===== config.mk =====
export PLATFORM = sky130hd
export DESIGN_NAME = erv_ctrl
export DESIGN_NICKNAME = d
export VERILOG_FILES = /design/src/erv_ctrl.v
export VERILOG_INCLUDE_DIRS = /design/src
export SDC_FILE = /design/constraint.sdc
export NUM_CORES = 1
export LEC_CHECK = 0
export BUFFER_PORTS_ARGS = -buffer_cell sky130_fd_sc_hd__buf_2
export CAP_MARGIN = 5
export CORE_MARGIN = 3
export CORE_UTILIZATION = 40
export DETAILED_ROUTE_END_ITERATION = 8
export SLEW_MARGIN = 10
export SYNTH_ARGS = -nofsm -noshare
export SYNTH_HDL_FRONTEND = slang
export SYNTH_SLANG_ARGS = --single-unit

===== constraint.sdc =====
create_clock -name pclk -period 2.35 [get_ports pclk]
set_input_delay 0.1175 -clock pclk [delete_from_list [all_inputs] [get_ports pclk]]
set_output_delay 0.1175 -clock pclk [all_outputs]
set_load 0.02 [all_outputs]

===== src/erv_defs.vh =====
// constants for the external request pin and vector logic
`ifndef ERV_DEFS_VH
`define ERV_DEFS_VH

// register byte offsets
`define ERV_OFF_STATUS_CONTROL 12'h000
`define ERV_OFF_LOCAL_ENABLE 12'h004
`define ERV_OFF_PENDING 12'h008
`define ERV_OFF_IRQ_STATUS 12'h00c
`define ERV_OFF_IRQ_MASK 12'h010
`define ERV_OFF_VECTOR_INFO 12'h014

// ext_request_status_control field positions
`define ERV_BIT_DETECT_MODE 0
`define ERV_BIT_INT_ENABLE 1
`define ERV_BIT_ACKNOWLEDGE 2
`define ERV_BIT_FLAG 3
`define ERV_BIT_PIN_ENABLE 4
`define ERV_BIT_PULL_DISABLE 6

// irq status / mask field positions
`define ERV_EVT_PIN 0
`define ERV_EVT_ENTRY 1
`define ERV_EVT_W 2

// vector_info field positions
`define ERV_VI_NUM_LSB 0
`define ERV_VI_ADDR_LSB 8
`define ERV_VI_LEVEL 24

// reset values
`define ERV_RST_LOCAL_ENABLE 32'h0000_0000
`define ERV_RST_IRQ_MASK 2'h0

// vector map
`define ERV_VEC_TOP 16'hfffe
`define ERV_VEC_PIN 5'h02
`define ERV_VEC_W 5

// stack push selector codes
`define ERV_PUSH_NONE 3'h0
`define ERV_PUSH_PC_LOW 3'h1
`define ERV_PUSH_PC_HIGH 3'h2
`define ERV_PUSH_INDEX_LOW 3'h3
`define ERV_PUSH_ACC 3'h4
`define ERV_PUSH_CCR 3'h5

`endif


===== src/erv_ctrl.v =====
// external request pin detector, vector priority and cpu entry sequencer
`timescale 1ns/1ps
`include "erv_defs.vh"

// Behaviour
// - pin raises events only when enabled
// - mode picks edge-only or edge-and-level detection
// - events always set flag; cpu request needs enable
// - pullup on while pin enabled, pull disable turns off
// - synced pin level offered to branch instructions
// - edge-and-level mode sets flag on assertion
// - in edge-and-level mode flag stays set while pin held low
// - vector two bytes, high byte first
// - each source flag forwarded only when enabled
// - unmasked entry: finish, stack five, mask, fetch
// - lower vector number wins, fixed priority
// - vectors descend from top address pair
// - acknowledge one clears flag, reads zero
// - events are falling edges, optionally low levels
// - asynchronous wake path while clocks stopped
module erv_ctrl #(
  parameter NUM_VEC = 32
) (
  input wire pclk,
  input wire presetn,
  input wire psel,
  input wire penable,
  input wire pwrite,
  input wire [11:0] paddr,
  input wire [31:0] pwdata,
  output reg [31:0] prdata,
  output wire pready,
  output reg pslverr,
  input wire ext_request_pin_n,
  output wire ext_request_pull_en,
  output wire ext_request_wake,
  output reg ext_request_pin_level,
  input wire [NUM_VEC-1:0] src_flag,
  input wire cpu_global_mask,
  input wire cpu_insn_done,
  output reg entry_busy,
  output reg [2:0] stack_push_sel,
  output reg stack_push,
  output reg mask_set,
  output reg vec_fetch,
  output reg [15:0] vec_fetch_addr,
  output reg [4:0] vec_num,
  output wire irq
);

  localparam [8:0] ST_IDLE = 9'h001;
  localparam [8:0] ST_PC_LOW = 9'h002;
  localparam [8:0] ST_PC_HIGH = 9'h004;
  localparam [8:0] ST_INDEX = 9'h008;
  localparam [8:0] ST_ACC = 9'h010;
  localparam [8:0] ST_CCR = 9'h020;
  localparam [8:0] ST_MASK = 9'h040;
  localparam [8:0] ST_FETCH_HI = 9'h080;
  localparam [8:0] ST_FETCH_LO = 9'h100;

  reg detect_mode_r;
  reg int_enable_r;
  reg pin_enable_r;
  reg pull_disable_r;
  reg flag_r;
  reg flag_nxt;
  reg [NUM_VEC-1:0] local_en_r;
  reg [`ERV_EVT_W-1:0] evt_status_r;
  reg [`ERV_EVT_W-1:0] evt_status_nxt;
  reg [`ERV_EVT_W-1:0] evt_mask_r;
  reg sync1_r;
  reg sync2_r;
  reg prev_r;
  reg [8:0] state_r;
  reg [8:0] state_nxt;
  reg [4:0] sel_num_r;
  reg [4:0] win_num;
  reg win_any;
  reg [NUM_VEC-1:0] pending;
  reg [31:0] rd_val;
  reg rd_err;
  integer i;

  wire setup_ph = psel & ~penable;
  wire wr_en = psel & penable & pwrite;
  wire wr_ctrl = wr_en & (paddr == `ERV_OFF_STATUS_CONTROL);
  // acknowledge only acts on a one; a zero is ignored
  wire ack = wr_ctrl & pwdata[`ERV_BIT_ACKNOWLEDGE];
  wire pin_low = ~sync2_r;
  wire fall = prev_r & ~sync2_r;
  wire pin_event = pin_enable_r & (fall | (detect_mode_r & pin_low));
  wire entry_done = state_r[8];
  wire [15:0] win_addr = `ERV_VEC_TOP - {10'h000, win_num, 1'b0};

  // zero wait states: every access completes in its first access cycle
  assign pready = 1'b1;

  assign ext_request_pull_en = pin_enable_r & ~pull_disable_r;

  // unclocked wake path
  // reads the raw pin on purpose: with the clock stopped no flop can help
  assign ext_request_wake = pin_enable_r & ~ext_request_pin_n;

  // level of the sticky status, so it stays up until software clears it
  assign irq = |(evt_status_r & evt_mask_r);

  always @(posedge pclk or negedge presetn) begin
    if (!presetn) begin
      sync1_r <= 1'b1;
      sync2_r <= 1'b1;
      prev_r <= 1'b1;
    end else begin
      sync1_r <= ext_request_pin_n;
      sync2_r <= sync1_r;
      // prev follows the pin even while disabled, so enabling the pin
      // while it is already low does not fake a falling edge
      prev_r <= sync2_r;
    end
  end

  always @(posedge pclk or negedge presetn) begin
    if (!presetn) begin
      ext_request_pin_level <= 1'b1;
    end else begin
      ext_request_pin_level <= pin_enable_r ? sync2_r : 1'b1;
    end
  end

  always @* begin
    flag_nxt = flag_r;
    if (ack) begin
      flag_nxt = 1'b0;
    end
    if (pin_event) begin
      flag_nxt = 1'b1;
    end
  end

  always @* begin
    evt_status_nxt = evt_status_r;
    if (wr_en && paddr == `ERV_OFF_IRQ_STATUS) begin
      evt_status_nxt = evt_status_r & ~pwdata[`ERV_EVT_W-1:0];
    end
    // a new event outranks a same-cycle clear
    if (pin_event) begin
      evt_status_nxt[`ERV_EVT_PIN] = 1'b1;
    end
    if (entry_done) begin
      evt_status_nxt[`ERV_EVT_ENTRY] = 1'b1;
    end
  end

  always @(posedge pclk or negedge presetn) begin
    if (!presetn) begin
      detect_mode_r <= 1'b0;
      int_enable_r <= 1'b0;
      pin_enable_r <= 1'b0;
      pull_disable_r <= 1'b0;
      flag_r <= 1'b0;
      local_en_r <= `ERV_RST_LOCAL_ENABLE;
      evt_status_r <= {`ERV_EVT_W{1'b0}};
      evt_mask_r <= `ERV_RST_IRQ_MASK;
    end else begin
      flag_r <= flag_nxt;
      evt_status_r <= evt_status_nxt;
      if (wr_ctrl) begin
        detect_mode_r <= pwdata[`ERV_BIT_DETECT_MODE];
        int_enable_r <= pwdata[`ERV_BIT_INT_ENABLE];
        pin_enable_r <= pwdata[`ERV_BIT_PIN_ENABLE];
        pull_disable_r <= pwdata[`ERV_BIT_PULL_DISABLE];
      end
      if (wr_en && paddr == `ERV_OFF_LOCAL_ENABLE) begin
        local_en_r <= pwdata[NUM_VEC-1:0];
      end
      if (wr_en && paddr == `ERV_OFF_IRQ_MASK) begin
        evt_mask_r <= pwdata[`ERV_EVT_W-1:0];
      end
    end
  end

  always @* begin
    pending = src_flag & local_en_r;
    pending[`ERV_VEC_PIN] = flag_r & int_enable_r;
    win_any = 1'b0;
    win_num = 5'h00;
    // lowest number wins
    // counting down lets the lowest pending index be written last
    for (i = NUM_VEC - 1; i >= 0; i = i - 1) begin
      if (pending[i]) begin
        win_any = 1'b1;
        win_num = i[4:0];
      end
    end
  end

  always @* begin
    rd_val = 32'h0000_0000;
    rd_err = 1'b0;
    case (paddr)
      `ERV_OFF_STATUS_CONTROL: begin
        rd_val[`ERV_BIT_DETECT_MODE] = detect_mode_r;
        rd_val[`ERV_BIT_INT_ENABLE] = int_enable_r;
        rd_val[`ERV_BIT_FLAG] = flag_r;
        rd_val[`ERV_BIT_PIN_ENABLE] = pin_enable_r;
        rd_val[`ERV_BIT_PULL_DISABLE] = pull_disable_r;
      end
      `ERV_OFF_LOCAL_ENABLE: begin
        rd_val[NUM_VEC-1:0] = local_en_r;
      end
      `ERV_OFF_PENDING: begin
        rd_val[NUM_VEC-1:0] = pending;
      end
      `ERV_OFF_IRQ_STATUS: begin
        rd_val[`ERV_EVT_W-1:0] = evt_status_r;
      end
      `ERV_OFF_IRQ_MASK: begin
        rd_val[`ERV_EVT_W-1:0] = evt_mask_r;
      end
      `ERV_OFF_VECTOR_INFO: begin
        rd_val[`ERV_VI_NUM_LSB +: 5] = vec_num;
        rd_val[`ERV_VI_ADDR_LSB +: 16] = `ERV_VEC_TOP - {10'h000, vec_num, 1'b0};
        rd_val[`ERV_VI_LEVEL] = ext_request_pin_level;
      end
      // unmapped offsets read zero and answer with an error
      default: begin
        rd_err = 1'b1;
      end
    endcase
  end

  // read data is captured in the setup cycle so it comes from a flop
  always @(posedge pclk or negedge presetn) begin
    if (!presetn) begin
      prdata <= 32'h0000_0000;
      pslverr <= 1'b0;
    end else if (setup_ph) begin
      prdata <= pwrite ? 32'h0000_0000 : rd_val;
      pslverr <= rd_err;
    end
  end

  always @* begin
    state_nxt = state_r;
    case (state_r)
      ST_IDLE: begin
        if (win_any && !cpu_global_mask && cpu_insn_done) begin
          state_nxt = ST_PC_LOW;
        end
      end
      ST_PC_LOW: begin
        state_nxt = ST_PC_HIGH;
      end
      ST_PC_HIGH: begin
        state_nxt = ST_INDEX;
      end
      ST_INDEX: begin
        state_nxt = ST_ACC;
      end
      ST_ACC: begin
        state_nxt = ST_CCR;
      end
      ST_CCR: begin
        state_nxt = ST_MASK;
      end
      ST_MASK: begin
        state_nxt = ST_FETCH_HI;
      end
      ST_FETCH_HI: begin
        state_nxt = ST_FETCH_LO;
      end
      ST_FETCH_LO: begin
        state_nxt = ST_IDLE;
      end
      default: begin
        state_nxt = ST_IDLE;
      end
    endcase
  end

  always @(posedge pclk or negedge presetn) begin
    if (!presetn) begin
      state_r <= ST_IDLE;
      sel_num_r <= 5'h00;
      entry_busy <= 1'b0;
      stack_push_sel <= `ERV_PUSH_NONE;
      stack_push <= 1'b0;
      mask_set <= 1'b0;
      vec_fetch <= 1'b0;
      vec_fetch_addr <= `ERV_VEC_TOP;
      vec_num <= 5'h00;
    end else begin
      state_r <= state_nxt;
      // strobes are decoded from state_nxt so they line up with state_r
      entry_busy <= ~state_nxt[0];
      stack_push <= state_nxt[1] | state_nxt[2] | state_nxt[3] | state_nxt[4] | state_nxt[5];
      mask_set <= state_nxt[6];
      vec_fetch <= state_nxt[7] | state_nxt[8];
      // the winner is chosen at mask time; a request that vanished while
      // stacking keeps the one chosen at entry so the fetch is never empty
      if (state_r[6] && win_any) begin
        sel_num_r <= win_num;
      end else if (state_r[0]) begin
        sel_num_r <= win_num;
      end
      // selector names the byte that the cpu stacks in this cycle
      case (state_nxt)
        ST_PC_LOW: stack_push_sel <= `ERV_PUSH_PC_LOW;
        ST_PC_HIGH: stack_push_sel <= `ERV_PUSH_PC_HIGH;
        ST_INDEX: stack_push_sel <= `ERV_PUSH_INDEX_LOW;
        ST_ACC: stack_push_sel <= `ERV_PUSH_ACC;
        ST_CCR: stack_push_sel <= `ERV_PUSH_CCR;
        default: stack_push_sel <= `ERV_PUSH_NONE;
      endcase
      if (state_nxt[7]) begin
        vec_fetch_addr <= (state_r[6] && win_any) ? win_addr :
                          `ERV_VEC_TOP - {10'h000, sel_num_r, 1'b0};
        vec_num <= (state_r[6] && win_any) ? win_num : sel_num_r;
      end else if (state_nxt[8]) begin
        vec_fetch_addr <= vec_fetch_addr + 16'h0001;
      end
    end
  end

endmodule


==> results.toml <==
[finish]
nets = 881
area_growth_syn_to_layout_pct = 33.7
mostFrequentLayoutCells = "buf_2, dfrtp_1, nand2_1, mux2_2, dlygate4sd3_1"
n_antenna_cell = 0
fin_area_um2 = 8110
layout_commonest_cell = "buf_2"
drive_gt1_share_pct = 35.4

[clock_tree]
clock-sinks = 119
cts_tree = "yes"
htree_levels = 4
post-cts-setup-buffer-count = 0
clk_pin_slew_ns = 0.06
cts-buffers-inserted = 17
insertion_delay_ns = 0.42
cts_root_buffer = "clkbuf_16"
cts_buffer_depth = 2

[logic_synthesis]
synth_top_area_share_pct = 40.8
syn_inst = 594
synth-edff-count = 0
synthTopCellsByArea = "dfrtp_1, dfstp_2, mux2_2"
ys_seq_area_share_pct = 49.5
syn-num-nets = 679
synthesis.area_um2 = 6070
syn_area_per_cell_um2 = 10.2
synth_top_family_by_area = "compound AO/OA/AOI/OAI gates"
muxShareOfSynthArea_pct = 8.31
yosysUniqueCellTypes = 75
synth_ff_type = "dfrtp_1"
yosys.area_share.simple_pct = 17.6
async_flop_share_pct = 100
synth_fa_ha_area_share_pct = 0.206
synth_xor_area_share_pct = 1.73
synth_warnings = 0
yosysTopAreaCell = "dfrtp_1"
synth_compound_area_share_pct = 19.9
ys_ff_latch = 119

[routing]
drt-wirelength-per-cell_um = 17.7
ant_nets = 0
routed_wl_mm = 17.6
drt-initial-drc-count = 328
avgViaCountPerCell = 5.49
dr.pass1.iters = 6
vias = 5448
post-route-drc-count = 0

[global_routing]
grtUsageMet1_pct = 29.3
grt_pass1_wl_mm = 28.5
grt_pass1_vias = 5535
use_met3_pct = 5.32
grt_max_degree = 64
grt_overflow_total = 0
antenna_found_initial = 1
met2_usage_pct = 34.7
grt_use_total_pct = 21.9
busiest_layer = "met2"

[die]
die_h_um = 129
ioPinCount = 150
fp.dieW_um = 129
die_area_um2 = 16700
initial_utilization_pct = 41.3
rows = 44
core_um2 = 14700

[placement]
io_buffers = 147
place_hpwl_mm = 12.8
dpl_cell_area_um2 = 7100
place_congestion = 0.895

[hold_path]
holdCritPathClass = "primary input to flip-flop"

[timing]
hold_violations = 0
period_minus_slack_ns = 2.18
max_slew_margin_pct = 42.7
clock.fmax_mhz = 458
fin_skew_ns = 0.00968
tightest_slew_ns = 0.852
tns_ns = 0
rsz0062_at_grt = "no"
whs_ns = 0.0181
maxSlewViolCount = 0
setup_viol = 0
period_share_pct = 92.9

[critical_path]
cp.required_ns = 2.64
crit_chain = "a22o_1 > nor4_4 > a41oi_2 > nor2_4 > mux2_2"
cpPeakStageDelay_ns = 0.45
cp-end-kind = "flip-flop"
critPathSlowestCell = "nor4_4"
cp.arrival_ns = 2.47
path_class = "flip-flop to flip-flop"
crit_fanout = 7
cp-start-kind = "flip-flop"

[flow_run]
drv_cap = 0

[power_and_ir_drop]
p_per_area_nw_per_um2 = 652
max-vdd-ir-drop_uv = 469
fin_total_pwr_w = 0.00529
p_leak_nw = 4.08

[run_status]
status = "finished clean"
[critical path: cells and delay by family, from the launching register on]
kind             cells  cell delay [ns]
flip-flops           1             0.40
AND/OR/NAND/NOR      2             0.67
multiplexers         1             0.36
AO/OA/AOI/OAI        2             0.62
[layer usage]
metal	vias to the layer above	share of wire, %
met1	2644	44
met2	199	47
met3	24	7.1
met4	2	1.7
met5	-	0.040
li1	2579	-
[timing repair]
action,in CTS,in global routing
endpoints found under the hold margin,106,0
gates resized for setup,0,1
setup endpoints to repair,0,1
hold buffers,38,0
[state kept, by name, indices dropped and copies added, names as in the netlist, 2 cells and up]
register,flops
local_en_r,32
vec_num,5
sel_num_r,5
state_r,9
evt_status_r,2
evt_mask_r,2
vec_fetch_addr,16
prdata,32
stack_push_sel,3
[synthesized netlist by cell type (4+ instances only)]
master and number:
dfstp_2 20, a32oi_1 4, o211ai_1 12, o31ai_1 4
o22ai_1 4, and2_1 4, buf_2 5, nand2b_1 4
a21oi_1 37, a31oi_1 4, and3_1 6, buf_4 5
nor2_1 36, inv_1 12, a22oi_1 10, clkbuf_1 10
nand4_1 4, a22o_1 21, mux2_2 43, nor3_1 4
nor2b_1 7, xnor2_1 6, a32o_1 6, nand2_1 94
xor2_1 6, dfrtp_1 99, or3_1 4, o21ai_0 29
a21o_1 22, nand3_1 11
[kinds of logic after synthesis]
logic type | count (synthesis)
adders and majority gates | 1
muxes | 45
xor gates and xnor gates | 12
buffers and inverters | 35
DFF | 119
other | 1
and+or+nand+nor | 206
AOI/OAI and AO/OA | 175
[final cells by class]
type,instances,area [µm²]
clock buffer,24,482
clock inverter,8,146
fill,1314,6590
inverter,13,48.8
multi-input combinational,440,2910
sequential,119,3000
tap,184,230
timing repair buffer,205,1290
[metrics by stage]
step | worst slack (ns) | instances | utilization [%]
2_1_floorplan | 0.300 | 594 | -
3_3_place_gp | 0.178 | 923 | 48.3
3_5_place_dp | 0.0985 | 923 | 48.3
4_1_cts | 0.0606 | 993 | 55.1
5_1_grt | 0.0423 | 993 | 55.2
6_report | 0.166 | 993 | 55.2
[where the power goes]
| group | leakage, nW | internal (W) | switching [W] |
|---|---|---|---|
| Clock | 0.304 | 0.00186 | 0.000911 |
| Combinational | 2.22 | 0.000171 | 0.000233 |
| Sequential | 1.56 | 0.00209 | 0.0000238 |
| Total | 4.08 | 0.00412 | 0.00117 |
[path summary, 6_finish.rpt]
kind / end / cells past startpoint / start / slack [ns]
setup reg to reg: sel_num_r[0] / 5 / local_en_r[15] / 0.17
max in group asynchronous: ext_request_pin_level / 3 / presetn / 1.42
min in group asynchronous: stack_push_sel[2] / 2 / presetn / 0.15
hold reg to reg: sync2_r / 0 / sync1_r / 0.36
hold / removal: prdata[7] / 3 / src_flag[7] / 0.02
setup / recovery: sel_num_r[0] / 5 / local_en_r[15] / 0.17
(Power assumes the default switching activity.)
